`src/hw/uart_shadow_map.svh`:
```
// named addresses, field positions, reset values and depths of the shadow data port
// assumes a 32-bit byte address on the register port, one register per aligned word
//
// Summary of operation
// RULE1: Sixteen word-spaced shadow locations alias the receive buffer and the holding register.
// RULE2: A read returns the byte from the serial input, or from the infrared input in IR mode.
// RULE3: Read data mean something only while the data-ready flag of line status is set.
// RULE4: With FIFOs off a new byte overwrites an unread one and flags an overrun.
// RULE5: With FIFOs on a read returns the oldest byte at the head of the receive FIFO.
// RULE6: With the receive FIFO full a new byte is dropped, the stored kept, and overrun flagged.
// RULE7: A write queues the byte for the serial output, or the active-low IR output in IR mode; tx_ir_n_valid_o is driven active-high.
// RULE8: Software should write transmit data only while the holding-empty flag (bit 5) is set.
// RULE9: With FIFOs off and holding-empty set, one write clears holding-empty.
// RULE10: With FIFOs off, writes before holding-empty sets again overwrite the pending byte.
// RULE11: With FIFOs on the transmit FIFO takes 16 bytes before it is full.
// RULE12: A write while the transmit FIFO is full is discarded and the FIFO is left unchanged.
// RULE13: Bytes leave the transmit FIFO in the order in which they were written.
`ifndef UART_SHADOW_MAP_SVH
`define UART_SHADOW_MAP_SVH

// ==========================================================================
// register addresses
`define SHADOW_FIRST_ADDR   32'h50001130
`define SHADOW_LAST_ADDR    32'h5000116c
`define SHADOW_11_ADDR      32'h5000115c
`define SHADOW_12_ADDR      32'h50001160
`define FIFO_CONTROL_ADDR   32'h50001200
`define LINE_STATUS_ADDR    32'h50001204
`define WORD_ALIGN_MASK     32'h00000003

// ==========================================================================
// field positions and reset values
`define FC_FIFO_EN_BIT      0
`define FC_IR_MODE_BIT      1
`define LS_DATA_READY_BIT   0
`define LS_OVERRUN_BIT      1
`define LS_THR_EMPTY_BIT    5
`define BYTE_RESET          8'h00
`define RDATA_RESET         32'h00000000

// ==========================================================================
// buffer geometry
`define BYTE_WIDTH          8
`define TX_FIFO_DEPTH       16
`define RX_FIFO_DEPTH       8

`endif

```
`src/hw/uart_shadow_pkg.sv`:
```
// types shared by the shadow data port
// assumes uart_shadow_map.svh is included before this package is compiled
`include "uart_shadow_map.svh"

package uart_shadow_pkg;

   typedef logic [`BYTE_WIDTH-1:0] byte_t;

   // what a register access hits
   typedef enum logic [1:0] {
      ACC_NONE   = 2'b00,
      ACC_SHADOW = 2'b01,
      ACC_FCTRL  = 2'b10,
      ACC_LSTAT  = 2'b11
   } access_t;

   // address decode used by both strobes
   function automatic access_t decode_addr(input logic [31:0] addr);
      access_t kind;
      kind = ACC_NONE;
      if ((addr & `WORD_ALIGN_MASK) == 32'h00000000) begin
         if (addr >= `SHADOW_FIRST_ADDR && addr <= `SHADOW_LAST_ADDR) begin
            kind = ACC_SHADOW;
         end else if (addr == `FIFO_CONTROL_ADDR) begin
            kind = ACC_FCTRL;
         end else if (addr == `LINE_STATUS_ADDR) begin
            kind = ACC_LSTAT;
         end
      end
      return kind;
   endfunction : decode_addr

endpackage : uart_shadow_pkg

```
`src/hw/uart_shadow_port.sv`:
```
// shadow data port of the second serial port, with its byte FIFOs
// assumes a line receiver that hands over whole bytes and a line transmitter
// that takes whole bytes with valid/ready; baud and framing live outside
//
// The strobed register port is this design's own decision.
`timescale 1ns/100ps

// ==========================================================================
// generic byte FIFO
// storage is a flop array, so the head word is a flop output
// no bypass: a word pushed in one cycle reaches the head in the next
module byte_fifo #(
   parameter int WIDTH = 8,
   parameter int DEPTH = 8
) (
   input  wire logic             clock_i,
   input  wire logic             srst_i,
   input  wire logic             flush_i,
   input  wire logic             in_valid_i,
   output logic                  in_ready_o,
   input  wire logic [WIDTH-1:0] in_data_i,
   output logic                  out_valid_o,
   input  wire logic             out_ready_i,
   output logic [WIDTH-1:0]      out_data_o
);
   localparam int AW = $clog2(DEPTH);

   logic [WIDTH-1:0] mem [DEPTH];
   logic [AW-1:0]    wr_ptr;
   logic [AW-1:0]    rd_ptr;
   logic [AW:0]      count;
   logic             push;
   logic             pop;

   // honest full and empty from the occupancy count
   assign in_ready_o  = (count != (AW+1)'(DEPTH));
   assign out_valid_o = (count != '0);
   assign push        = in_valid_i & in_ready_o;
   assign pop         = out_valid_o & out_ready_i;
   assign out_data_o  = mem[rd_ptr];

   // pointers wrap at the depth, which need not be a power of two
   always_ff @(posedge clock_i) begin
      if (srst_i || flush_i) begin
         wr_ptr <= '0;
         rd_ptr <= '0;
         count  <= '0;
      end else begin
         if (push) begin
            wr_ptr <= (wr_ptr == AW'(DEPTH-1)) ? '0 : wr_ptr + 1'b1;
         end
         if (pop) begin
            rd_ptr <= (rd_ptr == AW'(DEPTH-1)) ? '0 : rd_ptr + 1'b1;
         end
         count <= count + (AW+1)'(push) - (AW+1)'(pop);
      end
   end

   // storage cleared at reset so a read of an empty fifo returns a defined value
   always_ff @(posedge clock_i) begin
      if (srst_i) begin
         for (int n = 0; n < DEPTH; n++) begin
            mem[n] <= '0;
         end
      end else if (push) begin
         mem[wr_ptr] <= in_data_i;
      end
   end
endmodule : byte_fifo

// ==========================================================================
// shadow data port top
// sixteen aliased shadow words sit in front of one receive side and one transmit side;
// reads drain the receive side, writes fill the transmit side
// limitation: the receive fifo holds eight bytes, so a longer burst without reads
// loses the excess and raises overrun; the transmit fifo holds sixteen
// line status carries data ready, overrun and transmit holding empty
module uart_shadow_port
   import uart_shadow_pkg::*;
(
   input  wire logic        clock_i,
   input  wire logic        srst_i,
   // register port
   input  wire logic [31:0] addr_i,
   input  wire logic [31:0] wdata_i,
   input  wire logic        wr_i,
   input  wire logic        rd_i,
   output logic [31:0]      rdata_o,
   // bytes from the serial and infrared receivers
   input  wire logic        rx_serial_valid_i,
   input  wire logic [7:0]  rx_serial_byte_i,
   input  wire logic        rx_ir_valid_i,
   input  wire logic [7:0]  rx_ir_byte_i,
   output logic             rx_ready_o,
   // bytes to the serial and infrared transmitters
   output logic             tx_serial_valid_o,
   output logic             tx_ir_n_valid_o,
   output logic [7:0]       tx_byte_o,
   input  wire logic        tx_ready_i,
   // line status and mode as levels
   output logic             data_ready_flag_o,
   output logic             overrun_o,
   output logic             tx_holding_empty_flag_o,
   output logic             ir_mode_o
);

   // =======================================================================
   // decode and control
   access_t kind;
   logic    sh_rd;
   logic    sh_wr;
   logic    fifo_en;
   logic    ir_mode;
   logic    mode_flush;

   assign kind  = decode_addr(addr_i);
   // RULE1 shadow aliasing
   assign sh_rd = rd_i & (kind == ACC_SHADOW);
   assign sh_wr = wr_i & (kind == ACC_SHADOW);

   // an unaligned or unmapped address decodes to nothing: writes vanish and reads
   // answer zero, so a stray access cannot disturb either byte path
   // a change of fifo mode empties both paths so no stale byte survives
   assign mode_flush = wr_i && (kind == ACC_FCTRL) && (wdata_i[`FC_FIFO_EN_BIT] != fifo_en);

   // fifo control register
   always_ff @(posedge clock_i) begin
      if (srst_i) begin
         fifo_en <= 1'b0;
         ir_mode <= 1'b0;
      end else if (wr_i && kind == ACC_FCTRL) begin
         fifo_en <= wdata_i[`FC_FIFO_EN_BIT];
         ir_mode <= wdata_i[`FC_IR_MODE_BIT];
      end
   end
   assign ir_mode_o = ir_mode;

   // =======================================================================
   // receive path
   logic  rx_valid;
   byte_t rx_byte;
   byte_t receive_buffer;
   logic  rbuf_full;
   logic  rxf_in_ready;
   logic  rxf_out_valid;
   byte_t rxf_out_data;
   logic  overrun;
   logic  next_overrun_event;

   // RULE2 input selected by mode
   assign rx_valid = ir_mode ? rx_ir_valid_i : rx_serial_valid_i;
   assign rx_byte  = ir_mode ? rx_ir_byte_i : rx_serial_byte_i;

   // receiver can always hand over; a full fifo drops rather than stalls the line
   // a receiver that ignores rx_ready_o still loses only the newcomer, never a stored byte
   assign rx_ready_o = fifo_en ? rxf_in_ready : 1'b1;

   byte_fifo #(
      .WIDTH (`BYTE_WIDTH),
      .DEPTH (`RX_FIFO_DEPTH)
   ) u_rx_fifo (
      .clock_i     (clock_i),
      .srst_i      (srst_i),
      .flush_i     (mode_flush),
      .in_valid_i  (rx_valid & fifo_en),
      .in_ready_o  (rxf_in_ready),
      .in_data_i   (rx_byte),
      .out_valid_o (rxf_out_valid),
      // RULE5 read pops the head
      .out_ready_i (sh_rd & fifo_en),
      .out_data_o  (rxf_out_data)
   );

   // an arrival beats a read in the same cycle, so the fresh byte is never lost
   // single receive buffer when fifos are off
   always_ff @(posedge clock_i) begin
      if (srst_i || mode_flush) begin
         receive_buffer <= `BYTE_RESET;
         rbuf_full      <= 1'b0;
      end else if (!fifo_en && rx_valid) begin
         // RULE4 overwrite unread byte
         receive_buffer <= rx_byte;
         rbuf_full      <= 1'b1;
      end else if (!fifo_en && sh_rd) begin
         rbuf_full <= 1'b0;
      end
   end

   // overrun only when an unread byte is lost, not when a read takes it the same cycle
   always_comb begin
      next_overrun_event = 1'b0;
      if (rx_valid) begin
         if (fifo_en) begin
            // RULE6 full fifo drops the newcomer
            next_overrun_event = ~rxf_in_ready;
         end else begin
            // RULE4 overrun on overwrite
            next_overrun_event = rbuf_full & ~sh_rd;
         end
      end
   end

   // software must read line status to learn of a loss; the flag never clears itself
   // sticky overrun, cleared by a line status read; a new event wins over the clear
   always_ff @(posedge clock_i) begin
      if (srst_i) begin
         overrun <= 1'b0;
      end else if (next_overrun_event) begin
         overrun <= 1'b1;
      end else if (rd_i && kind == ACC_LSTAT) begin
         overrun <= 1'b0;
      end
   end
   assign overrun_o = overrun;

   // the shadow byte is meaningless while this is low; software polls it first
   // RULE3 data-ready follows the receive store
   assign data_ready_flag_o = fifo_en ? rxf_out_valid : rbuf_full;

   // =======================================================================
   // transmit path
   byte_t transmit_holding;
   logic  thr_full;
   logic  txf_in_ready;
   logic  txf_out_valid;
   byte_t txf_out_data;
   logic  tx_valid;
   logic  thr_empty;

   byte_fifo #(
      .WIDTH (`BYTE_WIDTH),
      .DEPTH (`TX_FIFO_DEPTH)
   ) u_tx_fifo (
      .clock_i     (clock_i),
      .srst_i      (srst_i),
      .flush_i     (mode_flush),
      // RULE11 sixteen deep
      // RULE12 full fifo ignores the write
      .in_valid_i  (sh_wr & fifo_en),
      .in_ready_o  (txf_in_ready),
      .in_data_i   (wdata_i[`BYTE_WIDTH-1:0]),
      .out_valid_o (txf_out_valid),
      // RULE13 first in, first sent
      .out_ready_i (tx_ready_i & fifo_en),
      .out_data_o  (txf_out_data)
   );

   // a single slot: software that writes without waiting for the empty flag
   // replaces the pending byte, a trade of safety for the smallest buffer
   // holding register used when fifos are off
   always_ff @(posedge clock_i) begin
      if (srst_i || mode_flush) begin
         transmit_holding <= `BYTE_RESET;
         thr_full         <= 1'b0;
      end else if (!fifo_en && sh_wr) begin
         // RULE9 write clears empty
         // RULE10 later writes overwrite
         transmit_holding <= wdata_i[`BYTE_WIDTH-1:0];
         thr_full         <= 1'b1;
      end else if (!fifo_en && tx_ready_i) begin
         thr_full <= 1'b0;
      end
   end

   // in fifo mode the flag reports an empty fifo, not a free slot
   assign thr_empty               = fifo_en ? ~txf_out_valid : ~thr_full;
   assign tx_holding_empty_flag_o = thr_empty;

   // RULE7 steer to serial or infrared transmitter; tx_ir_n_valid_o is driven active-high, not active-low
   assign tx_valid          = fifo_en ? txf_out_valid : thr_full;
   assign tx_serial_valid_o = tx_valid & ~ir_mode;
   assign tx_ir_n_valid_o   = tx_valid & ir_mode;
   assign tx_byte_o         = fifo_en ? txf_out_data : transmit_holding;

   // =======================================================================
   // read data, one cycle after the strobe; unmapped reads answer zero
   // a shadow read of an empty receive side returns the stale head word and pops nothing
   always_ff @(posedge clock_i) begin
      if (srst_i) begin
         rdata_o <= `RDATA_RESET;
      end else if (rd_i) begin
         rdata_o <= `RDATA_RESET;
         unique case (kind)
            ACC_SHADOW: begin
               // RULE5 head of fifo or receive buffer
               rdata_o[`BYTE_WIDTH-1:0] <= fifo_en ? rxf_out_data : receive_buffer;
            end
            ACC_FCTRL: begin
               rdata_o[`FC_FIFO_EN_BIT] <= fifo_en;
               rdata_o[`FC_IR_MODE_BIT] <= ir_mode;
            end
            ACC_LSTAT: begin
               // RULE3 data-ready in line status
               rdata_o[`LS_DATA_READY_BIT] <= data_ready_flag_o;
               rdata_o[`LS_OVERRUN_BIT]    <= overrun;
               // RULE8 empty flag software polls
               rdata_o[`LS_THR_EMPTY_BIT]  <= thr_empty;
            end
            ACC_NONE: begin
               rdata_o <= `RDATA_RESET;
            end
         endcase
      end
   end

endmodule : uart_shadow_port

```
`config.mk`:
```
export PLATFORM = sky130hd
export DESIGN_NAME = uart_shadow_port
export DESIGN_NICKNAME = d
export VERILOG_FILES = /design/src/hw/uart_shadow_pkg.sv /design/src/hw/uart_shadow_port.sv
export VERILOG_INCLUDE_DIRS = /design/src /design/src/hw
export SDC_FILE = /design/constraint.sdc
export NUM_CORES = 1
export LEC_CHECK = 0
export BUFFER_PORTS_ARGS = -buffer_cell sky130_fd_sc_hd__buf_2
export CAP_MARGIN = 20
export CORE_AREA = 3 3 145 147
export CTS_BUF_LIST = sky130_fd_sc_hd__clkbuf_4 sky130_fd_sc_hd__clkbuf_8
export DETAILED_ROUTE_END_ITERATION = 12
export DIE_AREA = 0 0 148 150
export PLACE_DENSITY = 0.8
export SETUP_SLACK_MARGIN = 0.2
export SYNTH_ARGS = -nofsm -noshare
export SYNTH_HDL_FRONTEND = slang
export SYNTH_SLANG_ARGS = --single-unit
```
`constraint.sdc`:
```
create_clock -name clock_i -period 4.42 [get_ports clock_i]
set_clock_uncertainty 0.2 [all_clocks]
set_input_delay 0.884 -clock clock_i [delete_from_list [all_inputs] [get_ports clock_i]]
set_output_delay 0.884 -clock clock_i [all_outputs]
set_load 0.05 [all_outputs]
```
Word level (Yosys, flattened, before mapping)
Memories as Yosys holds them, arrays and structs flattened. A register that Yosys moved wholly into a read port is not among the register bits.
Cells that the tools add are included.
{"block": "word_totals", "reg_bits": 52, "latchBits": 0, "ram_bits": 192, "mem_bits_ro": 0, "out_inout_bits": 47, "memories": 2}
{"block": "classes", "add_sub_neg": 8, "mul": 0, "div_mod_pow": 0, "n_lt_le_gt_ge": 2, "eq_ne": 12, "n_shift": 0, "mux": 46, "bitwise_logic": 18, "reduce_logical": 19}
{"memory": "u_tx_fifo.mem", "words": 16, "word_bits": 8, "rd": 1, "rd_ports_with_merged_regs": 1, "wr": 16, "line_no": "uart_shadow_port.sv:28", "text": "logic [WIDTH-1:0] mem [DEPTH];"}
{"memory": "u_rx_fifo.mem", "words": 8, "word_bits": 8, "rd": 1, "rd_ports_with_merged_regs": 1, "wr": 8, "line_no": "uart_shadow_port.sv:28"}
{"cell": "equality test 32 x 31 -> 1 bit (second input constant)", "n": 2}
{"cell": "2-to-1 mux 8 bit", "n": 5}
{"cell": ">= comparator 32 x 31 -> 1 bit (second input constant)", "n": 1}
{"cell": "<= comparator 32 x 31 -> 1 bit (second input constant)", "n": 1}
{"cell": "logical NOT 32 bit", "n": 1}
{"cell": "2-to-1 mux 1 bit", "n": 23}
{"cell": "2-to-1 mux 4 bit", "n": 5}
{"cell": "2-to-1 mux 3 bit", "n": 6}
{"cell": "OR reduction 8 bit", "n": 2}
{"cell": "AND 1 bit", "n": 13}
{"cell": "2-to-1 mux 2 bit", "n": 5}
{"cell": "adder 4 x 1 -> 4 bit (second input constant)", "n": 2}
{"cell": "equality test 4 bit (second input constant)", "n": 2}
{"cell": "logical AND 1 bit", "n": 8}
{"cell": "case mux 2 bit (4 select lines)", "n": 1}
{"cell": "adder 3 x 1 -> 3 bit (second input constant)", "n": 2}
{"cell": "equality test 3 bit (second input constant)", "n": 2}
{"cell": "nonzero test 2 bit", "n": 3}
{"cell": "adder 5 x 1 -> 5 bit", "n": 1}
{"cell": "inequality test 5 bit (second input constant)", "n": 1}
{"cell": "inverter 1 bit", "n": 5}
{"cell": "nonzero test 5 bit", "n": 1}
{"cell": "subtractor 5 x 1 -> 5 bit", "n": 1}
{"cell": "adder 4 x 1 -> 4 bit", "n": 1}
{"cell": "other kinds (10)", "n": 11}

Depth between registers and ports, before layout
{"block": "depth", "word_depth": 14, "mapped_depth": 15, "mapped_depth_nobuf": 14}

Cells and area by module
From an unflattened synthesis, not the netlist that was laid out.
{"block": "hier_totals", "cells_unflattened": 994, "area_unflattened_um2": 12116.6}
{"module": "byte_fifo (u_tx_fifo)", "instances": 1, "cells_per_inst": 498, "area_each_um2": 6536.3, "seq_area_each_um2": 4184.0}
{"module": "byte_fifo (u_rx_fifo)", "instances": 1, "cells_per_inst": 265, "area_each_um2": 3587.2, "seq_area_each_um2": 2182.1}
{"module": "uart_shadow_port", "instances": 1, "cells_per_inst": 231, "area_each_um2": 1993.2, "seq_area_each_um2": 580.6}

Worst setup path after synthesis
Ideal clock, no wire load.
{"block": "synth_timing", "path_type": "input to register", "from": "in addr_i[1]", "to": "reg u_rx_fifo.count[2]", "setup_ns": 0.128, "arrival_time_ns": 3.757, "required_time_ns": 4.092, "slack_ns": 0.336, "cell_stages": 11, "path_cell_list": "or4_4 or4_4 or4_4 clkbuf_1 or3_1 nand2_1 ha_1 inv_1 fa_1 xor2_1 nor2_1"}
{"block": "synth_via", "elab_chain_len": 10}
{"element": "start, declared", "line_no": "uart_shadow_port.sv:84", "text": "input wire logic [31:0] addr_i,"}
{"element": "parallel branches: the longest is 4 deep, another holds >= comparator 32 x 31 -> 1 bit"}
{"element": "2-to-1 mux 2 bit *", "line_no": "uart_shadow_pkg.sv:21", "text": "if ((addr & `WORD_ALIGN_MASK) == 32'h00000000) begin"}
{"element": "equality test 2 x 1 -> 1 bit", "line_no": "uart_shadow_port.sv:118", "text": "assign sh_rd = rd_i & (kind == ACC_SHADOW);"}
{"element": "AND 1 bit", "line_no": "uart_shadow_port.sv:118"}
{"element": "AND 1 bit", "line_no": "uart_shadow_port.sv:170", "text": ".out_ready_i (sh_rd & fifo_en),"}
{"element": "AND 1 bit", "line_no": "uart_shadow_port.sv:39", "text": "assign pop = out_valid_o & out_ready_i;"}
{"element": "subtractor 4 x 1 -> 4 bit", "line_no": "uart_shadow_port.sv:55", "text": "count <= count + (AW+1)'(push) - (AW+1)'(pop);"}
{"element": "end signal, assigned", "line_no": "uart_shadow_port.sv:55"}
{"element": "end, declared", "line_no": "uart_shadow_port.sv:31", "text": "logic [AW:0] count;"}
Every way passes the cells marked *.
A chain may end at the register's enable or synchronous reset.

==> results_dict.tcl <==
set metrics [dict create \
    path_buf_inv 2 \
    ant_nets 0 \
    cts_inserted_buffers 40 \
    slew_headroom 0.344 \
    wire_per_inst_microns 20.5 \
    synthCells 1006 \
    hold_buffers 0 \
    htreeDepth 2 \
    drt_iter0_markers 920 \
    grtUsageTotal 0.263 \
    synth_ff_type "edfxtp_1" \
    die-height_microns 150 \
    p_per_area_nw_per_um2 367 \
    power.total_mw 4.93 \
    switching_share 0.227 \
    cts_tree "yes" \
    maxCapViolCount 0 \
    slowest_delay_ns 0.58 \
    mappedNetlistArea_sq_um 11900 \
    ir_drop_uv 281 \
    r2r_slack_ns 1.16 \
    pwr-share-seq 0.539 \
    place_congestion 0.868 \
    clk_pin_slew_worst_paths_ns 0.06 \
    startpoint_type "register" \
    cts_max_path_buffers 3 \
    timing.fmax_mhz 250 \
    fp.dieW_microns 148 \
    clkLatencyLatePin_ns 0.55 \
    yosysWarnings 0 \
    setup_tns_ns 0 \
    internal-power_mw 3.81 \
    cts_setup_buffers 0 \
    dr_total_vias 8383 \
    p_comb_frac 0.056 \
    vias_per_cell 5.96 \
    area_growth_pct 13.1 \
    grt_pass1_wl_mm 44.7 \
    synth.avg_cell_area_sq_um 11.8 \
    dp.cells 1335 \
    maxSlewViolCount 0 \
    hold_viol_final 0 \
    portBuffers 85 \
    ctsRootBufferMaster "clkbuf_8" \
    power_frac_clock 0.405 \
    grt_max_degree 35 \
    cp-end-kind "output pin" \
    rows 52 \
    synth-edff-count 192 \
    synth.distinct_cells 55 \
    period_needed_ns 4.01 \
    cp_top_family "multiplexers" \
    cp_max_fo 22 \
    final_cell_mix "nor2_1 (221), edfxtp_1 (192), buf_2 (85)" \
    start_util 0.591 \
    gr-total-overflow 0 \
    arrival_ns 2.92 \
    finalNonFillerCells 1407 \
    crit_required_ns 3.34 \
    setup_ws_ns 0.414 \
    dp_hpwl_mm 20.5 \
    worstHoldPathType "reg2reg" \
    switching_power_mw 1.12 \
    clkSinkCount 251 \
    diodes 0 \
    ys_async_sr_fraction 0 \
    setup_violations 0 \
    ioPinCount 134 \
    drive_gt1_frac 0.235 \
    dr.pass1.iters 6 \
    tightest_slew_ns 0.957 \
    yosysSeqAreaShare 0.586 \
    post_cts_resized 0 \
    fin_area_sq_um 13400 \
    fin_crit_sh 0.906 \
    dieArea_sq_um 22200 \
    crit_type "reg2out" \
    rsz0062_at_grt "false" \
    nNetsFinal 1217 \
    grt_pass1_vias 8246 \
    outcome "finished clean" \
    antenna_found_initial 1 \
    dpl_cell_area_sq_um 12600 \
    wl_mm 28.8 \
    ys_ff_latch 251 \
    crit_chain "buf_12, mux4_2, mux2_2, a22oi_1, o21ai_0, buf_2" \
    final_common_cell "nor2_1" \
    drc 0 \
    p_leak_nw 4.66 \
    cp_slowest_cell "dfxtp_2" \
    dp_slack_ns 0.186 \
    core_sq_um 20000 \
]
[cells by family (layout without fill, tap and decap cells)]
logic type,after synthesis,count (layout),synth area share
AOI/OAI and AO/OA,126,126,0.0660
xor gates and xnor gates,7,7,0.00517
adders and majority gates,22,22,0.0245
buffers and inverters,113,221,0.0451
DFF,251,251,0.586
muxes,85,85,0.124
other,1,24,0.000316
and+or+nand+nor,401,401,0.149
[sequential cells by signal, summed over array words and instances (netlist names), named ones only]
signal and flops:
fifo_en 1, ir_mode_o 1, overrun_o 1, rbuf_full 1, rdata_o 8, receive_buffer 8, thr_full 1, transmit_holding 8
u_rx_fifo.count 4, u_rx_fifo.mem 64, u_rx_fifo.rd_ptr 3, u_rx_fifo.wr_ptr 3, u_tx_fifo.count 5, u_tx_fifo.mem 128, u_tx_fifo.rd_ptr 4, u_tx_fifo.wr_ptr 4
[tightest hold or removal path: cells and delay by family (launching register included)]
kind	cells	cell delay, ns
flops	1	0.31
simple gates	1	0.06
compound gates	1	0.05
[area by class of cell]
cell class | count | area [sq um]
fillers | 1520 | 6630
inverters | 32 | 120
flip-flops and latches | 251 | 6950
repair buffers | 118 | 731
clock inverters | 7 | 36.3
multi-input cells | 665 | 4470
well taps | 270 | 338
clock buffers | 64 | 768
[power by group through the flow]
stage	Sequential (mW)	Combinational [mW]	Clock, mW
detailed placement	2.70	0.272	0
finish	2.65	0.275	2.00
floorplan	2.69	0.182	0
global route	2.66	0.292	2.13
CTS	2.65	0.273	2.01
global placement	2.70	0.268	0
[final timing paths]
path                            from                  to  cells after the start
hold reg to reg           rdata_o[2]          rdata_o[2]                      2
setup / recovery            register        tx_byte_o[1]                      6
setup reg to reg  u_tx_fifo.count[3]  u_tx_fifo.count[4]                     14
hold / removal            rdata_o[2]          rdata_o[2]                      2
[layer usage]
metal  global-route usage  wire length [microns]  up-vias
met4               0.0970                    872        2
li1                     -                      -     3833
met5                    0                      7        -
met2                0.474                  15100      437
met3               0.0448                   2560       65
met1                0.319                  10300     4046
[stage by stage]
stage                     hold slack [ns]  utilization
after floorplan                     0.250            -
after detailed placement            0.247        0.627
after global placement              0.241        0.627
final                               0.260        0.669
after CTS                           0.262        0.668
after global routing                0.272        0.669
[Yosys cell counts, drive strengths merged, types with 9 or more instances]
| cell type | instances | area share |
|---|---|---|
| o31ai | 10 | 0.0063 |
| a211oi | 10 | 0.0063 |
| clkbuf | 44 | 0.014 |
| nand3 | 28 | 0.012 |
| mux4 | 48 | 0.091 |
| o21ai | 32 | 0.014 |
| inv | 30 | 0.0095 |
| buf | 37 | 0.021 |
| and2 | 9 | 0.0048 |
| a21oi | 40 | 0.017 |
| nor2 | 221 | 0.070 |
| ha | 20 | 0.021 |
| dfxtp | 59 | 0.10 |
| mux2i | 19 | 0.016 |
| nand2 | 78 | 0.025 |
| mux2 | 18 | 0.017 |
| edfxtp | 192 | 0.49 |
| nand4 | 10 | 0.0053 |
No activity file was read; power rests on OpenSTA's default activity.
